File: config.mk
export PLATFORM = sky130hd
export DESIGN_NAME = uart_wake
export DESIGN_NICKNAME = d
export VERILOG_FILES = /design/src/hw/uart_wake_pkg.sv /design/src/hw/uart_wake.sv
export SDC_FILE = /design/constraint.sdc
export NUM_CORES = 1
export LEC_CHECK = 0
export BUFFER_PORTS_ARGS = -buffer_cell sky130_fd_sc_hd__buf_2
export CORE_MARGIN = 3
export CORE_UTILIZATION = 58
export CTS_CLUSTER_DIAMETER = 200
export DETAILED_ROUTE_END_ITERATION = 16
export GPL_TIMING_DRIVEN = 0
export PLACE_DENSITY = 0.79
export RECOVER_POWER = 100
export SYNTH_ARGS = -nofsm -noshare
export SYNTH_HDL_FRONTEND = slang
export SYNTH_SLANG_ARGS = --single-unit
File: constraint.sdc
create_clock -name clk -period 4.97 [get_ports clk]
set_clock_uncertainty 0.2 [all_clocks]
set_input_delay 0.7455 -clock clk [delete_from_list [all_inputs] [get_ports clk]]
set_output_delay 0.7455 -clock clk [all_outputs]
set_load 0.01 [all_outputs]
File: src/hw/uart_wake_pkg.sv
// constants and carrier types for the serial port receive-support block
// assumes a byte-wide register port and a frame shifter outside this block
// Summary of operation
// - rx falling edge in standby with wake enabled requests oscillator and clock
// - false start with no other wake source drops request, back to standby
// - frame-start wake only in asynchronous mode, gated by control b enable bit
// - start bit seen during standby with frame-start wake enabled in asynchronous mode sets the receive-start flag
// - receive-done and receive-start share one irq line, separate enables
// - wake on start if its irq enabled, else on receive-done, else oscillator only
// - sleep request never stops oscillator while a frame is in progress
// - writing one to the filter bit in control b enters address-filter mode
// - frame type from first stop bit for 5-8 bits, ninth bit for 9
// - type one means address frame, type zero means data frame
// - filter mode skips all data frames, keeps address frames; off receives all
// - shift clock exported as peripheral-clock pulse event in host modes
// - infrared event input detected as a pulse, handled synchronously
// - receive irq from unread data, start of frame, or autobaud error, each enabled
// - tx-empty irq while enabled and transmit buffer can accept data
// - tx-done irq when enabled and shift register and buffer are empty
// - each irq is flag and enable, held until flag clears
// - flags live in status at 0x04, enables in control a at 0x05
// - receive-start flag cleared by writing one to it
// - ninth received bit shown in bit 0 of the receive high register
package uart_wake_pkg;

  localparam logic [3:0] off_rx_low    = 4'h0;
  localparam logic [3:0] off_rx_high   = 4'h1;
  localparam logic [3:0] off_tx_low    = 4'h2;
  localparam logic [3:0] off_tx_high   = 4'h3;
  localparam logic [3:0] off_status    = 4'h4;
  localparam logic [3:0] off_ctrl_a    = 4'h5;
  localparam logic [3:0] off_ctrl_b    = 4'h6;
  localparam logic [3:0] off_ctrl_c    = 4'h7;
  localparam logic [3:0] off_baud_lo   = 4'h8;
  localparam logic [3:0] off_baud_hi   = 4'h9;
  localparam logic [3:0] off_ctrl_d    = 4'ha;
  localparam logic [3:0] off_dbg       = 4'hb;
  localparam logic [3:0] off_event_input_control    = 4'hc;
  localparam logic [3:0] off_txpl      = 4'hd;
  localparam logic [3:0] off_rxpl      = 4'he;

  // status bits
  localparam int st_rxc = 7;
  localparam int st_txc = 6;
  localparam int st_dre = 5;
  localparam int st_rxs = 4;
  localparam int st_isf = 3;
  // control a bits
  localparam int ca_receive_done_irq_enable = 7;
  localparam int ca_tx_done_irq_enable = 6;
  localparam int ca_tx_empty_irq_enable = 5;
  localparam int ca_receive_start_irq_enable = 4;
  localparam int ca_autobaud_error_irq_enable = 2;
  // control b bits
  localparam int cb_wake  = 4;
  localparam int cb_mode0 = 1;
  localparam int cb_filt  = 0;
  // control c fields
  localparam int cc_cmode0 = 6;
  localparam int cc_sbmode = 3;
  localparam logic [1:0] cmode_async = 2'h0;
  localparam logic [1:0] cmode_sync  = 2'h1;
  localparam logic [1:0] cmode_spi   = 2'h3;
  localparam logic [2:0] chsize_9lo  = 3'h6;
  localparam logic [2:0] chsize_9hi  = 3'h7;
  localparam int rxh_data8 = 0;

  localparam logic [7:0] status_rst = 8'h20;
  localparam logic [7:0] zero_byte  = 8'h00;

  // one frame from the shifter
  typedef struct packed {
    logic       valid;
    logic [8:0] data;
    logic       stop1;
    logic       ferr;
    logic       perr;
  } rx_frame_type;

  // power manager handshake
  typedef struct packed {
    logic osc_req;
    logic clk_en;
    logic wake_irq;
  } wake_out_type;

endpackage
File: src/hw/uart_wake.sv
// receive-support logic: standby wake, address filter, events, irq combine
// assumes frame shifter and baud logic sit outside, same peripheral clock
//
// Our own choice: the strobed register port.
`timescale 1ns/1ps
module uart_wake (
  // clock and reset
  input  wire logic                       clk,
  input  wire logic                       rst,
  // register port
  input  wire logic [3:0]                 addr,
  input  wire logic [7:0]                 wdata,
  input  wire logic                       wr,
  input  wire logic                       rd,
  output logic      [7:0]                 rdata,
  // serial pin and frame shifter
  input  wire logic                       rx_pin,
  input  wire uart_wake_pkg::rx_frame_type frame_in,
  input  wire logic                       frame_busy,
  input  wire logic                       false_start,
  input  wire logic                       tx_shift_done,
  input  wire logic                       tx_buf_taken,
  input  wire logic                       autobaud_err,
  input  wire logic                       shift_clk_tick,
  // power manager
  input  wire logic                       standby,
  input  wire logic                       other_wake,
  input  wire logic                       sleep_req,
  output uart_wake_pkg::wake_out_type     wake_out,
  output logic                            osc_keep,
  // events
  input  wire logic                       infrared_event_input,
  output logic                            shift_clock_output,
  output logic                            ir_pulse,
  // interrupts
  output logic                            receive_irq_vector,
  output logic                            tx_empty_irq_vector,
  output logic                            tx_done_irq_vector
);

  //////////////////////////////////////////////////////////////////////////////
  // registers

  logic [7:0]  ctrl_a_reg;
  logic [7:0]  ctrl_b_reg;
  logic [7:0]  ctrl_c_reg;
  logic [15:0] baud_reg;
  logic [7:0]  ctrl_d_reg;
  logic [7:0]  dbg_reg;
  logic [7:0]  event_input_control_reg;
  logic [7:0]  txpl_reg;
  logic [7:0]  rxpl_reg;
  logic [8:0]  tx_data_reg;
  logic [8:0]  rx_data_reg;
  logic [2:0]  rx_err_reg;
  logic        receive_done_flag;
  logic        receive_start_flag;
  logic        tx_empty_flag;
  logic        tx_done_flag;
  logic        sync_field_error_flag;

  logic frame_start_wake_enable;
  logic address_filter_mode;
  logic async_mode;
  logic nine_bit;
  assign frame_start_wake_enable = ctrl_b_reg[uart_wake_pkg::cb_wake];
  assign address_filter_mode     = ctrl_b_reg[uart_wake_pkg::cb_filt];
  assign async_mode = ctrl_c_reg[7:6] == uart_wake_pkg::cmode_async;
  assign nine_bit   = ctrl_c_reg[2:0] == uart_wake_pkg::chsize_9lo
                   || ctrl_c_reg[2:0] == uart_wake_pkg::chsize_9hi;

  logic wr_ctrl;
  assign wr_ctrl = wr;

  always_ff @(posedge clk or posedge rst) begin
    if (rst) begin
      ctrl_a_reg <= uart_wake_pkg::zero_byte;
      ctrl_b_reg <= uart_wake_pkg::zero_byte;
      ctrl_c_reg <= uart_wake_pkg::zero_byte;
      baud_reg   <= 16'h0000;
      ctrl_d_reg <= uart_wake_pkg::zero_byte;
      dbg_reg    <= uart_wake_pkg::zero_byte;
      event_input_control_reg <= uart_wake_pkg::zero_byte;
      txpl_reg   <= uart_wake_pkg::zero_byte;
      rxpl_reg   <= uart_wake_pkg::zero_byte;
    end else if (wr_ctrl) begin
      case (addr)
        uart_wake_pkg::off_ctrl_a:  ctrl_a_reg <= wdata;
        uart_wake_pkg::off_ctrl_b:  ctrl_b_reg <= wdata;
        uart_wake_pkg::off_ctrl_c:  ctrl_c_reg <= wdata;
        uart_wake_pkg::off_baud_lo: baud_reg[7:0] <= wdata;
        uart_wake_pkg::off_baud_hi: baud_reg[15:8] <= wdata;
        uart_wake_pkg::off_ctrl_d:  ctrl_d_reg <= {wdata[7:6], 6'h00};
        uart_wake_pkg::off_dbg:     dbg_reg <= {7'h00, wdata[0]};
        uart_wake_pkg::off_event_input_control:  event_input_control_reg <= {7'h00, wdata[0]};
        uart_wake_pkg::off_txpl:    txpl_reg <= wdata;
        uart_wake_pkg::off_rxpl:    rxpl_reg <= {1'b0, wdata[6:0]};
        default: ;
      endcase
    end
  end

  //////////////////////////////////////////////////////////////////////////////
  // receive path with address filter

  logic frame_is_addr;
  logic frame_accept;
  logic rx_pop;
  // type bit: ninth data bit, or first stop bit for short frames
  assign frame_is_addr = nine_bit ? frame_in.data[8] : frame_in.stop1;
  assign frame_accept  = frame_in.valid && (!address_filter_mode || frame_is_addr);
  assign rx_pop = rd && (nine_bit && ctrl_c_reg[2:0] == uart_wake_pkg::chsize_9lo
                         ? addr == uart_wake_pkg::off_rx_high
                         : addr == uart_wake_pkg::off_rx_low);

  always_ff @(posedge clk or posedge rst) begin
    if (rst) begin
      rx_data_reg <= 9'h000;
      rx_err_reg  <= 3'h0;
    end else if (frame_accept) begin
      rx_data_reg <= frame_in.data;
      rx_err_reg  <= {1'b0, frame_in.ferr, frame_in.perr};
    end
  end

  // a new frame beats the read that empties the buffer
  always_ff @(posedge clk or posedge rst) begin
    if (rst) begin
      receive_done_flag <= 1'b0;
    end else if (frame_accept) begin
      receive_done_flag <= 1'b1;
    end else if (rx_pop) begin
      receive_done_flag <= 1'b0;
    end
  end

  //////////////////////////////////////////////////////////////////////////////
  // pin synchroniser and start-of-frame wake

  logic [2:0] rx_sync_reg;
  logic       rx_fall;
  always_ff @(posedge clk or posedge rst) begin
    if (rst) begin
      rx_sync_reg <= 3'b111;
    end else begin
      rx_sync_reg <= {rx_sync_reg[1:0], rx_pin};
    end
  end
  // second and third stages agree low after agreeing high
  logic rx_level_reg;
  always_ff @(posedge clk or posedge rst) begin
    if (rst) begin
      rx_level_reg <= 1'b1;
    end else if (rx_sync_reg[1] == rx_sync_reg[2]) begin
      rx_level_reg <= rx_sync_reg[2];
    end
  end
  assign rx_fall = rx_level_reg && rx_sync_reg[1] == rx_sync_reg[2] && !rx_sync_reg[2];

  logic wake_armed;
  assign wake_armed = frame_start_wake_enable && async_mode && standby;

  typedef enum logic [2:0] {
    wk_idle  = 3'b001,
    wk_frame = 3'b010,
    wk_woken = 3'b100
  } wake_state_type;

  wake_state_type wake_reg;
  wake_state_type wake_next;
  logic           rx_irq_en;
  logic           rxs_irq_en;
  assign rx_irq_en  = ctrl_a_reg[uart_wake_pkg::ca_receive_done_irq_enable];
  assign rxs_irq_en = ctrl_a_reg[uart_wake_pkg::ca_receive_start_irq_enable];

  always_comb begin
    wake_next = wake_reg;
    case (wake_reg)
      wk_idle: begin
        if (wake_armed && rx_fall) begin
          wake_next = wk_frame;
        end
      end
      wk_frame: begin
        if (false_start && !other_wake) begin
          wake_next = wk_idle;
        end else if (rxs_irq_en || (rx_irq_en && frame_accept)) begin
          wake_next = wk_woken;
        end else if (!frame_busy && !frame_in.valid && !standby) begin
          wake_next = wk_idle;
        end else if (frame_in.valid && !rx_irq_en) begin
          wake_next = wk_idle;
        end
      end
      wk_woken: begin
        if (!standby) begin
          wake_next = wk_idle;
        end
      end
      default: wake_next = wk_idle;
    endcase
  end

  always_ff @(posedge clk or posedge rst) begin
    if (rst) begin
      wake_reg <= wk_idle;
    end else begin
      wake_reg <= wake_next;
    end
  end

  always_ff @(posedge clk or posedge rst) begin
    if (rst) begin
      wake_out <= '0;
      osc_keep <= 1'b0;
    end else begin
      wake_out.osc_req  <= wake_next != wk_idle;
      wake_out.clk_en   <= wake_next != wk_idle;
      wake_out.wake_irq <= wake_next == wk_woken;
      osc_keep <= sleep_req && (frame_busy || wake_next == wk_frame);
    end
  end

  // start flag: set wins over a write-one clear
  always_ff @(posedge clk or posedge rst) begin
    if (rst) begin
      receive_start_flag <= 1'b0;
    end else if (wake_armed && rx_fall) begin
      receive_start_flag <= 1'b1;
    end else if (wr && addr == uart_wake_pkg::off_status && wdata[uart_wake_pkg::st_rxs]) begin
      receive_start_flag <= 1'b0;
    end
  end

  //////////////////////////////////////////////////////////////////////////////
  // transmit flags and autobaud error flag

  logic tx_load;
  assign tx_load = wr && (nine_bit && ctrl_c_reg[2:0] == uart_wake_pkg::chsize_9lo
                          ? addr == uart_wake_pkg::off_tx_high
                          : addr == uart_wake_pkg::off_tx_low);

  always_ff @(posedge clk or posedge rst) begin
    if (rst) begin
      tx_data_reg <= 9'h000;
    end else if (wr && addr == uart_wake_pkg::off_tx_low) begin
      tx_data_reg[7:0] <= wdata;
    end else if (wr && addr == uart_wake_pkg::off_tx_high) begin
      tx_data_reg[8] <= wdata[0];
    end
  end

  always_ff @(posedge clk or posedge rst) begin
    if (rst) begin
      tx_empty_flag <= uart_wake_pkg::status_rst[uart_wake_pkg::st_dre];
    end else if (tx_buf_taken) begin
      tx_empty_flag <= 1'b1;
    end else if (tx_load) begin
      tx_empty_flag <= 1'b0;
    end
  end

  always_ff @(posedge clk or posedge rst) begin
    if (rst) begin
      tx_done_flag <= 1'b0;
    end else if (tx_shift_done && tx_empty_flag && !tx_load) begin
      tx_done_flag <= 1'b1;
    end else if (wr && addr == uart_wake_pkg::off_status && wdata[uart_wake_pkg::st_txc]) begin
      tx_done_flag <= 1'b0;
    end
  end

  always_ff @(posedge clk or posedge rst) begin
    if (rst) begin
      sync_field_error_flag <= 1'b0;
    end else if (autobaud_err) begin
      sync_field_error_flag <= 1'b1;
    end else if (wr && addr == uart_wake_pkg::off_status && wdata[uart_wake_pkg::st_isf]) begin
      sync_field_error_flag <= 1'b0;
    end
  end

  //////////////////////////////////////////////////////////////////////////////
  // events

  logic host_clocked;
  assign host_clocked = ctrl_c_reg[7:6] == uart_wake_pkg::cmode_sync
                     || ctrl_c_reg[7:6] == uart_wake_pkg::cmode_spi;

  // same-clock event input, so no synchroniser; edge makes the pulse
  logic ir_prev_reg;
  always_ff @(posedge clk or posedge rst) begin
    if (rst) begin
      ir_prev_reg        <= 1'b0;
      ir_pulse           <= 1'b0;
      shift_clock_output <= 1'b0;
    end else begin
      ir_prev_reg <= infrared_event_input;
      ir_pulse    <= event_input_control_reg[0] && infrared_event_input && !ir_prev_reg;
      shift_clock_output <= host_clocked && shift_clk_tick;
    end
  end

  //////////////////////////////////////////////////////////////////////////////
  // interrupt combine

  always_ff @(posedge clk or posedge rst) begin
    if (rst) begin
      receive_irq_vector  <= 1'b0;
      tx_empty_irq_vector <= 1'b0;
      tx_done_irq_vector  <= 1'b0;
    end else begin
      receive_irq_vector <= (rx_irq_en && receive_done_flag)
                         || (rxs_irq_en && receive_start_flag)
                         || (ctrl_a_reg[uart_wake_pkg::ca_autobaud_error_irq_enable] && sync_field_error_flag);
      tx_empty_irq_vector <= ctrl_a_reg[uart_wake_pkg::ca_tx_empty_irq_enable] && tx_empty_flag;
      tx_done_irq_vector  <= ctrl_a_reg[uart_wake_pkg::ca_tx_done_irq_enable] && tx_done_flag;
    end
  end

  //////////////////////////////////////////////////////////////////////////////
  // read port

  always_ff @(posedge clk or posedge rst) begin
    if (rst) begin
      rdata <= uart_wake_pkg::zero_byte;
    end else if (rd) begin
      case (addr)
        uart_wake_pkg::off_rx_low:  rdata <= rx_data_reg[7:0];
        uart_wake_pkg::off_rx_high: rdata <= {receive_done_flag, 4'h0, rx_err_reg[1:0],
                                              rx_data_reg[8]};
        uart_wake_pkg::off_tx_low:  rdata <= tx_data_reg[7:0];
        uart_wake_pkg::off_tx_high: rdata <= {7'h00, tx_data_reg[8]};
        uart_wake_pkg::off_status:  rdata <= {receive_done_flag, tx_done_flag, tx_empty_flag,
                                              receive_start_flag, sync_field_error_flag,
                                              3'h0};
        uart_wake_pkg::off_ctrl_a:  rdata <= ctrl_a_reg;
        uart_wake_pkg::off_ctrl_b:  rdata <= ctrl_b_reg;
        uart_wake_pkg::off_ctrl_c:  rdata <= ctrl_c_reg;
        uart_wake_pkg::off_baud_lo: rdata <= baud_reg[7:0];
        uart_wake_pkg::off_baud_hi: rdata <= baud_reg[15:8];
        uart_wake_pkg::off_ctrl_d:  rdata <= ctrl_d_reg;
        uart_wake_pkg::off_dbg:     rdata <= dbg_reg;
        uart_wake_pkg::off_event_input_control:  rdata <= event_input_control_reg;
        uart_wake_pkg::off_txpl:    rdata <= txpl_reg;
        uart_wake_pkg::off_rxpl:    rdata <= rxpl_reg;
        default:                    rdata <= uart_wake_pkg::zero_byte;
      endcase
    end else begin
      rdata <= uart_wake_pkg::zero_byte;
    end
  end

  //////////////////////////////////////////////////////////////////////////////
  // checks

  a_start_flag_set: assert property (@(posedge clk) disable iff (rst)
    (wake_armed && rx_fall) |=> receive_start_flag)
    else $error("start flag not set on standby start edge");

  a_start_flag_clr: assert property (@(posedge clk) disable iff (rst)
    (wr && addr == uart_wake_pkg::off_status && wdata[uart_wake_pkg::st_rxs]
     && !(wake_armed && rx_fall)) |=> !receive_start_flag)
    else $error("start flag not cleared by write one");

  a_wake_request: assert property (@(posedge clk) disable iff (rst)
    (wake_reg == wk_idle && wake_armed && rx_fall) |=> wake_out.osc_req && wake_out.clk_en)
    else $error("no oscillator request on start edge");

  a_wake_gated: assert property (@(posedge clk) disable iff (rst)
    (wake_reg == wk_idle && !(frame_start_wake_enable && async_mode)) |=> !wake_out.osc_req)
    else $error("wake request without enable");

  a_false_release: assert property (@(posedge clk) disable iff (rst)
    (wake_reg == wk_frame && false_start && !other_wake) |=> !wake_out.osc_req)
    else $error("false start did not release wake");

  a_filter_skip: assert property (@(posedge clk) disable iff (rst)
    (address_filter_mode && frame_in.valid && !frame_is_addr && !receive_done_flag && !rx_pop)
    |=> !receive_done_flag)
    else $error("skipped data frame set receive flag");

  a_rx_accept: assert property (@(posedge clk) disable iff (rst)
    (!address_filter_mode && frame_in.valid) |=> receive_done_flag
     && rx_data_reg == $past(frame_in.data))
    else $error("frame lost with filter off");

  a_rx_irq_and: assert property (@(posedge clk) disable iff (rst)
    receive_irq_vector == $past((rx_irq_en && receive_done_flag)
      || (rxs_irq_en && receive_start_flag)
      || (ctrl_a_reg[uart_wake_pkg::ca_autobaud_error_irq_enable] && sync_field_error_flag)))
    else $error("receive irq not flag and enable");

  a_tx_done_irq: assert property (@(posedge clk) disable iff (rst)
    (tx_done_flag && ctrl_a_reg[uart_wake_pkg::ca_tx_done_irq_enable]) |=> tx_done_irq_vector)
    else $error("tx done irq missing");

  a_osc_hold: assert property (@(posedge clk) disable iff (rst)
    (sleep_req && frame_busy) |=> osc_keep)
    else $error("oscillator released mid frame");

endmodule

# [After elaboration in Yosys (flattened, before gate mapping)]
# Cells that the tools add are included.
[op_classes] bitwise=1 muxes=22 reduce_logical=65 eq_ne=25
[ops] cell="$pmux W8 S15" n=1
[ops] cell="$logic_and A1 B1 Y1" n=31
[ops] cell="$eq A4 B4 Y1 const B" n=7
[ops] cell="$reduce_and A2 Y1" n=11
[ops] cell="$mux W3" n=6
[ops] cell="$eq A4 B3 Y1 const B" n=4
[ops] cell="$mux W1" n=13
[ops] cell="$eq A3 B3 Y1 const B" n=4
[ops] cell="$reduce_bool A2 Y1" n=5
[ops] cell="$logic_not A1 Y1" n=9
[ops] cell="$pmux W3 S3" n=1
[ops] cell="$eq A4 B2 Y1 const B" n=2
[ops] cell="$mux W8" n=1
[ops] cell="$logic_or A1 B1 Y1" n=7
[ops] cell="$eq A3 B2 Y1 const B" n=2
[ops] cell="$eq A4 B1 Y1 const B" n=1
[ops] cell="$logic_not A4 Y1" n=1
[ops] cell="$eq A3 B1 Y1 const B" n=1
[ops] cell="$ne A3 B1 Y1 const B" n=1
[ops] cell="$eq A2 B1 Y1 const B" n=1
[ops] cell="$eq A2 B2 Y1 const B" n=1
[ops] cell="$logic_not A2 Y1" n=1
[ops] cell="$eq A1 B1 Y1" n=1
[ops] cell="$not A1 Y1" n=1
[word_totals] input_bits=40 out_inout_bits=17 register_bits=108

# [Logic depth before layout (Yosys ltp)]
# Gate-level depths: netlist of run 1.
[depth] depth_word=13 mapped_depth=7 mapped_depth_nobuf=4

# [Worst setup path before layout of run 1]
# No wires, ideal clock.
[synth_path] path_type="input to register" startpoint="input addr[3]" endpoint="register baud_reg[1]" arrival_time_ns=1.824 cell_stages=6 path_buffers=2 slack_ns=2.821 required_time_ns=4.645 setup_time_ns=0.125 path_cell_list="buf_4 and2b_1 buf_6 nand2_4 nor3_4 mux2_2"
[synth_via] elab_chain_len=2
[synth_rtl] element="from (decl)" line_no="uart_wake.sv:11" source="input wire logic [3:0] addr,"
[synth_rtl] element="$eq A4 B4 Y1" line_no="uart_wake.sv:87" source="case (addr)"
[synth_rtl] element="$reduce_and A2 Y1 (no source line)"
[synth_rtl] element="to (signal assigned)" line_no="uart_wake.sv:91" source="uart_wake_pkg::off_baud_lo: baud_reg[7:0] <= wdata;"
[synth_rtl] element="to (decl)" line_no="uart_wake.sv:47" source="logic [15:0] baud_reg;"
# Every way passes these cells.
# A chain may end at the register's enable or synchronous reset.

# [Worst setup path in the final report of run 1]
[layout_path] startpoint="input addr[3]" endpoint="register baud_reg[15]"
# The elaborated chain is that of the path after synthesis.

==> impl_metrics.prom, run 1 <==
# TYPE chip_impl_metric gauge
chip_impl_info{name="status",value="finished with violations"} 1
chip_impl_info{name="violations",value="capacitance limit, slew limit"} 1
chip_impl_info{name="cp-start-kind",value="input port"} 1
chip_impl_metric{name="max-clock-path-buffers",unit=""} 2
chip_impl_metric{name="die_y",unit="um"} 99.0
chip_impl_metric{name="ctsHoldBuffers",unit=""} 0
chip_impl_info{name="cts-root-buf",value="sky130_fd_sc_hd__clkbuf_8"} 1
chip_impl_metric{name="report.final.hold_viol_count",unit=""} 0
chip_impl_metric{name="max-vdd-ir-drop",unit="mV"} 0.238
chip_impl_metric{name="power_density",unit="mW/mm^2"} 370
chip_impl_info{name="synth.top_cells.by_area",value="sky130_fd_sc_hd__dfrtp_1, sky130_fd_sc_hd__mux2_2, sky130_fd_sc_hd__dfstp_2"} 1
chip_impl_metric{name="ys_ff_latch",unit=""} 108
chip_impl_info{name="cp_cell_instances",value="buf_2 -> clkbuf_1 -> and2b_1 -> clkbuf_1 -> nand2_1 -> nor2_1 -> mux2_2"} 1
chip_impl_metric{name="report.final.setup_viol",unit=""} 0
chip_impl_metric{name="met3_global_route_usage",unit=""} 0.0729
chip_impl_metric{name="max_reg_flops",unit=""} 16
chip_impl_metric{name="fin_hold_ws",unit="ns"} 0.168
chip_impl_metric{name="post_route_cells_drive_above_1_share",unit=""} 0.345
chip_impl_info{name="synth.cells.most_frequent",value="sky130_fd_sc_hd__dfrtp_1, sky130_fd_sc_hd__mux2_2, sky130_fd_sc_hd__nand2_1"} 1
chip_impl_metric{name="core",unit="mm^2"} 0.00830
chip_impl_metric{name="die_area",unit="mm^2"} 0.00980
chip_impl_metric{name="share_of_the_clock_period_used_by_the_worst_path",unit=""} 0.681
chip_impl_metric{name="grt_usage",unit=""} 0.259
chip_impl_metric{name="clkSlewWorstSetupHoldPaths",unit="ns"} 0.10
chip_impl_metric{name="power.static_leakage",unit="nW"} 2.40
chip_impl_metric{name="detail-route-antenna-nets",unit=""} 0
chip_impl_metric{name="synth.lib_cells_used.distinct",unit=""} 61
chip_impl_metric{name="num-nets-final",unit=""} 499
chip_impl_metric{name="synth.net_count",unit=""} 432
chip_impl_metric{name="power.total",unit="mW"} 2.05
chip_impl_metric{name="post-cts-setup-buffer-count",unit=""} 0
chip_impl_info{name="setup.worst_path.end_class",value="flip-flop"} 1
chip_impl_info{name="biggest_area_consumer_among_synthesized_cells",value="sky130_fd_sc_hd__dfrtp_1"} 1
chip_impl_metric{name="buffers_added_on_ports",unit=""} 55
chip_impl_metric{name="synthCells",unit=""} 392
chip_impl_metric{name="min_period",unit="ns"} 3.38
chip_impl_metric{name="via_per_inst",unit=""} 6.33
chip_impl_metric{name="layoutNonFillerInstCount",unit=""} 569
chip_impl_metric{name="fmaxAchievable",unit="GHz"} 0.295
chip_impl_metric{name="grt_antenna_before_repair",unit=""} 0
chip_impl_metric{name="tritoncts.num_buffers",unit=""} 9
chip_impl_metric{name="drtIter0Drc",unit=""} 309
chip_impl_metric{name="cts.sinks",unit=""} 108
chip_impl_metric{name="routing_usage_on_met1",unit=""} 0.368
chip_impl_metric{name="setup_tns",unit="ns"} 0
chip_impl_metric{name="detailedRoute.firstPassIterationCount",unit=""} 5
chip_impl_metric{name="antenna_cells_inserted",unit=""} 0
chip_impl_metric{name="timing.slew.headroom",unit=""} -0.335
chip_impl_metric{name="synth_enable_flop_cells",unit=""} 0
chip_impl_metric{name="effective_utilization_at_floorplan",unit=""} 0.605
chip_impl_metric{name="worstPathMaxFanout",unit=""} 10
chip_impl_metric{name="worst_skew_pair.late_latency",unit="ns"} 0.38
chip_impl_metric{name="grt-ovfl-total",unit=""} 0
chip_impl_metric{name="yosysWarningCount",unit=""} 0
chip_impl_metric{name="seq_area_frac_synth",unit=""} 0.540
chip_impl_metric{name="fillerInstances",unit=""} 646
chip_impl_metric{name="die_x",unit="um"} 99.0
chip_impl_metric{name="rr_worst_depth",unit=""} 4
chip_impl_metric{name="vias",unit=""} 3600
chip_impl_metric{name="syn_to_final_growth",unit="%"} 10.6
chip_impl_metric{name="preCtsSetupSlack",unit="ns"} 2.35
chip_impl_metric{name="number_of_global_route_vias_before_repair",unit=""} 3485
chip_impl_metric{name="detail_route.wl_per_cell",unit="um"} 21.7
chip_impl_info{name="critical_path_class",value="in -> reg"} 1
chip_impl_info{name="cts_tree",value="built"} 1
chip_impl_metric{name="drc_errors",unit=""} 0
chip_impl_metric{name="i_o_pin_count",unit=""} 57
chip_impl_metric{name="globalRouteMet2Util",unit=""} 0.381
chip_impl_info{name="synth_most_common_cell",value="sky130_fd_sc_hd__dfrtp_1"} 1
chip_impl_metric{name="final-max-slew-violation-count",unit=""} 45
chip_impl_metric{name="cts_max_level",unit=""} 3
chip_impl_metric{name="tightest_slew",unit="ns"} 1.99
chip_impl_info{name="busiest_layer",value="met2"} 1
chip_impl_metric{name="synth_top_cell_area_share",unit=""} 0.509
chip_impl_metric{name="place.detailed.hpwl",unit="um"} 8310
chip_impl_metric{name="syn-mean-instance-area",unit="um^2"} 12.8
chip_impl_info{name="min_path_type",value="reg -> reg"} 1
chip_impl_metric{name="grt_start_max_net_pins",unit=""} 66
chip_impl_metric{name="ff_latch_area",unit="mm^2"} 0.00271
chip_impl_metric{name="setup_slack",unit="ns"} 1.59
chip_impl_info{name="critical_path.most_common_cell",value="sky130_fd_sc_hd__clkbuf_1"} 1
chip_impl_metric{name="worst_ep_required_time",unit="ns"} 5.04
chip_impl_metric{name="finalWirelength",unit="um"} 12300
chip_impl_metric{name="grt_first_pass_wirelength",unit="um"} 19100
chip_impl_metric{name="cpPeakStageDelay",unit="ns"} 0.79
chip_impl_info{name="ys.flop_type",value="sky130_fd_sc_hd__dfrtp_1"} 1
chip_impl_metric{name="place_inst",unit=""} 553
chip_impl_metric{name="timing.hold.worst_path_depth",unit=""} 0
chip_impl_metric{name="drv_cap",unit=""} 2
chip_impl_info{name="grt_setup_unrepaired",value="false"} 1
chip_impl_metric{name="postSynth.asyncResetShare",unit=""} 1.00
chip_impl_metric{name="weighted_congestion_at_the_end_of_routability_driven_global_placement",unit=""} 0.890
chip_impl_metric{name="footprint_of_the_multi_input_gates",unit="mm^2"} 0.00211
chip_impl_metric{name="placement_rows",unit=""} 33
chip_impl_metric{name="cp_data_arrival_time",unit="ns"} 3.45
chip_impl_metric{name="netlist_area",unit="mm^2"} 0.00502
chip_impl_metric{name="cts.repair.resized",unit=""} 0
chip_impl_info{name="critical_path.slowest_cell",value="sky130_fd_sc_hd__nor2_1"} 1
==> report_power, final <==
group / internal [mW] / switching, mW / total (mW)
registers: 1.05 / 0.0993 / 1.15
logic: 0.213 / 0.180 / 0.392
clock network: 0.205 / 0.311 / 0.516
total: 1.46 / 0.590 / 2.05
==> path summary, 6_finish.rpt <==
kind                                 from              to  slack [ns]
setup reg to reg            ctrl_c_reg[2]  rx_data_reg[5]        2.44
hold / removal             rx_sync_reg[0]  rx_sync_reg[1]        0.17
min in group asynchronous             rst        osc_keep        0.66
setup / recovery                  addr[3]    baud_reg[15]        1.59
max in group asynchronous             rst     wake_reg[0]        2.91
hold reg to reg            rx_sync_reg[0]  rx_sync_reg[1]        0.17
==> stage by stage <==
| stage | area, um^2 | utilization |
|---|---|---|
| detailed placement | 5450 | 0.657 |
| global placement | 5420 | 0.654 |
| CTS | 5650 | 0.680 |
| finish | 5550 | 0.669 |
| floorplan | 5020 | - |
| global route | 5550 | 0.669 |
==> area by class of cell <==
type	count	area share
well taps	105	0.0237
flip-flops and latches	108	0.488
inverters	7	0.00496
multi-input cells	254	0.379
clock buffers	10	0.0248
plain buffers	23	0.0189
repair buffers	56	0.0503
clock inverters	6	0.00969
==> layer usage <==
layer	wire (um)	up-vias
met5	0	-
met4	292	0
met3	1100	35
met2	5710	173
met1	5220	1815
li1	-	1577
==> placed cells by master, fill, tap and decap left out, drive strengths merged, types with 5 or more instances in the layout <==
cell type	count
buf	47
a22o	8
dfstp	6
nand3	11
nand2	18
and2	7
a21oi	6
a31oi	7
mux2	89
clkbuf	42
dfrtp	102
a22oi	7
nor2	16
mux2i	8
nor2b	5
inv	9
==> worst max-delay path, delay by kind of cell <==
kind	cells	cell delay, ns
simple gates	3	1.27
buf+inv	3	1.01
mux	1	0.42
==> cell families after synthesis <==
group | share of synthesized area
xor+xnor | 0.00349
fa+ha+maj | 0.00200
simple gates | 0.104
compound gates | 0.101
buf+inv | 0.0334
mux | 0.216
flops | 0.540
No activity file was read; power rests on OpenSTA's default activity.
==> inputs of run 2 (changes only) <==
CORE_UTILIZATION = 53   (was 58)
PLACE_DENSITY = 0.76   (was 0.79)
clock period = 3.1 ns   (was 4.97 ns; I/O delays follow)
==> run 2 against run 1 <==
  * The run still ends with capacitance limit, slew limit left
  * Die area grew 8.8%
  * Critical path type unchanged
  * Combinational power grew 64%
  * Largest power group unchanged
  * Via count grew 1.1%
  * Sequential cell count is the same
  * Worst hold slack lost 0.13 ns
  * Clock-buffer cell count is the same
  * Utilization shrank 3.9 points
==> impl_metrics.prom, run 2 (same netlist as run 1, synthesis figures left out) <==
# TYPE chip_impl_metric gauge
chip_impl_metric{name="via_per_inst",unit=""} 6.12
chip_impl_metric{name="place_inst",unit=""} 576
chip_impl_metric{name="tightest_slew",unit="ns"} 1.57
chip_impl_metric{name="preCtsSetupSlack",unit="ns"} 0.670
chip_impl_metric{name="crit_buf_inv",unit=""} 3
chip_impl_info{name="hold_path_end",value="sync_field_error_flag"} 1
chip_impl_metric{name="cts_max_level",unit=""} 3
chip_impl_info{name="cts_tree",value="built"} 1
chip_impl_info{name="setup.worst_path.end_class",value="flip-flop"} 1
chip_impl_info{name="violations",value="capacitance limit, slew limit"} 1
chip_impl_metric{name="finalWirelength",unit="um"} 12800
chip_impl_metric{name="effective_utilization_at_floorplan",unit=""} 0.559
chip_impl_info{name="critical_path_class",value="in -> reg"} 1
chip_impl_metric{name="drc_errors",unit=""} 0
chip_impl_info{name="min_path_type",value="in -> reg"} 1
chip_impl_metric{name="power_density",unit="mW/mm^2"} 586
chip_impl_metric{name="die_area",unit="mm^2"} 0.0107
chip_impl_metric{name="r2r_setup_slack",unit="ns"} 0.52
chip_impl_metric{name="cts.sinks",unit=""} 108
chip_impl_metric{name="layoutNonFillerInstCount",unit=""} 595
chip_impl_metric{name="report.final.hold_viol_count",unit=""} 0
chip_impl_metric{name="fmaxAchievable",unit="GHz"} 0.375
chip_impl_metric{name="grt_usage",unit=""} 0.256
chip_impl_info{name="critical_path.slowest_cell",value="sky130_fd_sc_hd__nor3_2"} 1
chip_impl_metric{name="min_period",unit="ns"} 2.67
chip_impl_info{name="timing.critical_path.max_delay_family",value="simple AND/OR/NAND/NOR gates"} 1
chip_impl_info{name="grt_setup_unrepaired",value="false"} 1
chip_impl_metric{name="worst_ep_required_time",unit="ns"} 3.17
chip_impl_metric{name="grt-ovfl-total",unit=""} 0
chip_impl_metric{name="vias",unit=""} 3641
chip_impl_metric{name="clkSlewWorstSetupHoldPaths",unit="ns"} 0.11
chip_impl_metric{name="place.detailed.hpwl",unit="um"} 8740
chip_impl_metric{name="number_of_global_route_vias_before_repair",unit=""} 3703
chip_impl_metric{name="core",unit="mm^2"} 0.00898
chip_impl_info{name="worst_r2r_startpoint",value="ctrl_c_reg[2]"} 1
chip_impl_metric{name="cp_data_arrival_time",unit="ns"} 2.74
chip_impl_info{name="cp-start-kind",value="input port"} 1
chip_impl_metric{name="setup_slack",unit="ns"} 0.434
chip_impl_metric{name="max_reg_flops",unit=""} 16
chip_impl_metric{name="worst_skew_pair.late_latency",unit="ns"} 0.39
chip_impl_info{name="mostFrequentLayoutCell",value="sky130_fd_sc_hd__dfrtp_1"} 1
chip_impl_metric{name="placement_rows",unit=""} 34
chip_impl_metric{name="num-nets-final",unit=""} 504
chip_impl_info{name="rr_endpoint",value="rx_data_reg[8]"} 1
chip_impl_metric{name="share_of_the_clock_period_used_by_the_worst_path",unit=""} 0.860
chip_impl_metric{name="i_o_pin_count",unit=""} 57
chip_impl_metric{name="post-cts-setup-buffer-count",unit=""} 0
chip_impl_metric{name="setup_tns",unit="ns"} 0
chip_impl_metric{name="final-max-slew-violation-count",unit=""} 9
chip_impl_metric{name="fin_hold_ws",unit="ns"} 0.0413
chip_impl_metric{name="final_cell_utilization_of_the_core",unit=""} 0.630
chip_impl_metric{name="timing.slew.headroom",unit=""} -0.0536
chip_impl_info{name="cts-root-buf",value="sky130_fd_sc_hd__clkbuf_8"} 1
chip_impl_metric{name="die_x",unit="um"} 103
chip_impl_metric{name="power.static_leakage",unit="nW"} 2.43
chip_impl_metric{name="drtIter0Drc",unit=""} 434
chip_impl_metric{name="syn_to_final_growth",unit="%"} 12.7
chip_impl_metric{name="grt_start_max_net_pins",unit=""} 35
chip_impl_metric{name="cpPeakStageDelay",unit="ns"} 0.80
chip_impl_metric{name="tritoncts.num_buffers",unit=""} 9
chip_impl_metric{name="detail_route.wl_per_cell",unit="um"} 21.4
chip_impl_info{name="cp_cell_instances",value="clkbuf_1 -> clkbuf_1 -> and2b_1 -> buf_6 -> nand2_1 -> nor3_2 -> mux2_2"} 1
chip_impl_metric{name="worstPathMaxFanout",unit=""} 10
chip_impl_info{name="hold_path.startpoint",value="autobaud_err"} 1
chip_impl_metric{name="rr_worst_depth",unit=""} 4
chip_impl_metric{name="post_route_cells_drive_above_1_share",unit=""} 0.350
chip_impl_metric{name="detail-route-antenna-nets",unit=""} 0
chip_impl_metric{name="weighted_congestion_at_the_end_of_routability_driven_global_placement",unit=""} 0.919
chip_impl_info{name="most-common-layout-cells",value="sky130_fd_sc_hd__dfrtp_1, sky130_fd_sc_hd__mux2_2, sky130_fd_sc_hd__buf_2"} 1
chip_impl_metric{name="drv_cap",unit=""} 1
chip_impl_metric{name="max-vdd-ir-drop",unit="mV"} 0.309
chip_impl_metric{name="grt_first_pass_wirelength",unit="um"} 20300
chip_impl_metric{name="cts.repair.resized",unit=""} 0
chip_impl_metric{name="report.final.setup_viol",unit=""} 0
chip_impl_metric{name="detailedRoute.firstPassIterationCount",unit=""} 5
chip_impl_metric{name="grt_antenna_before_repair",unit=""} 0
chip_impl_metric{name="max-clock-path-buffers",unit=""} 2
chip_impl_info{name="critical_path.most_common_cell",value="sky130_fd_sc_hd__clkbuf_1"} 1
chip_impl_metric{name="antenna_cells_inserted",unit=""} 0
chip_impl_metric{name="timing.hold.worst_path_depth",unit=""} 2
chip_impl_info{name="status",value="finished with violations"} 1
chip_impl_metric{name="buffers_added_on_ports",unit=""} 55
chip_impl_metric{name="die_y",unit="um"} 103
## run 2: cell types whose count changed in the layout (fill, tap and decap cells not counted), moves of 2 or more
cell / before / now
sky130_fd_sc_hd__buf_4: 3 / 5
sky130_fd_sc_hd__buf_12: 0 / 2
sky130_fd_sc_hd__buf_2: 42 / 40
sky130_fd_sc_hd__dlygate4sd3_1: 0 / 3
sky130_fd_sc_hd__buf_6: 0 / 2
## run 2: worst max path at each step
stage	startpoint	to	slack (ns)	depth (start not counted)
2_1_floorplan	rst	baud_reg[0]	1.14	1
3_3_place_gp	rst	rx_data_reg[5]	0.47	2
3_5_place_dp	frame_in[2]	rx_err_reg[0]	0.67	5
4_1_cts	ctrl_c_reg[2]	rx_data_reg[8]	0.79	4
5_1_grt	addr[3]	baud_reg[0]	0.41	7
6_report	addr[3]	baud_reg[5]	0.43	7
## run 2: per-layer routing
layer	vias up	share of wire	GRT usage
met1	1834	0.45	0.375
met4	0	0.021	0.0807
met5	-	0	0
met2	199	0.46	0.388
li1	1585	-	-
met3	23	0.077	0.0476
## run 2: power breakdown
group / internal [mW] / leakage (nW) / switching [mW]
logic: 0.351 / 1.03 / 0.293
registers: 1.68 / 1.31 / 0.161
clock network: 0.310 / 0.0938 / 0.519
total: 2.34 / 2.43 / 0.973
## run 2: layout make-up
class | instances | area [um^2]
Multi-Input combinational cell | 254 | 2100
Inverter | 7 | 27.5
Fill cell | 744 | 3320
Clock inverter | 6 | 55.1
Clock buffer | 10 | 128
Timing Repair Buffer | 61 | 347
Buffer | 23 | 128
Sequential cell | 108 | 2710
Tap cell | 126 | 158
## run 2: per-stage QoR
step                      area [um^2]  total power, mW
after floorplan                  5020             2.29
after global placement           5450             2.47
after detailed placement         5520             2.52
after CTS                        5730             3.34
after global routing             5650             3.46
final                            5650             3.31
## run 2: what timing repair did
| item | 4_1_cts | 5_1_grt |
|---|---|---|
| hold buffers | 3 | 0 |
| endpoints found under the hold margin | 19 | 0 |
| setup endpoints to repair | 0 | 0 |
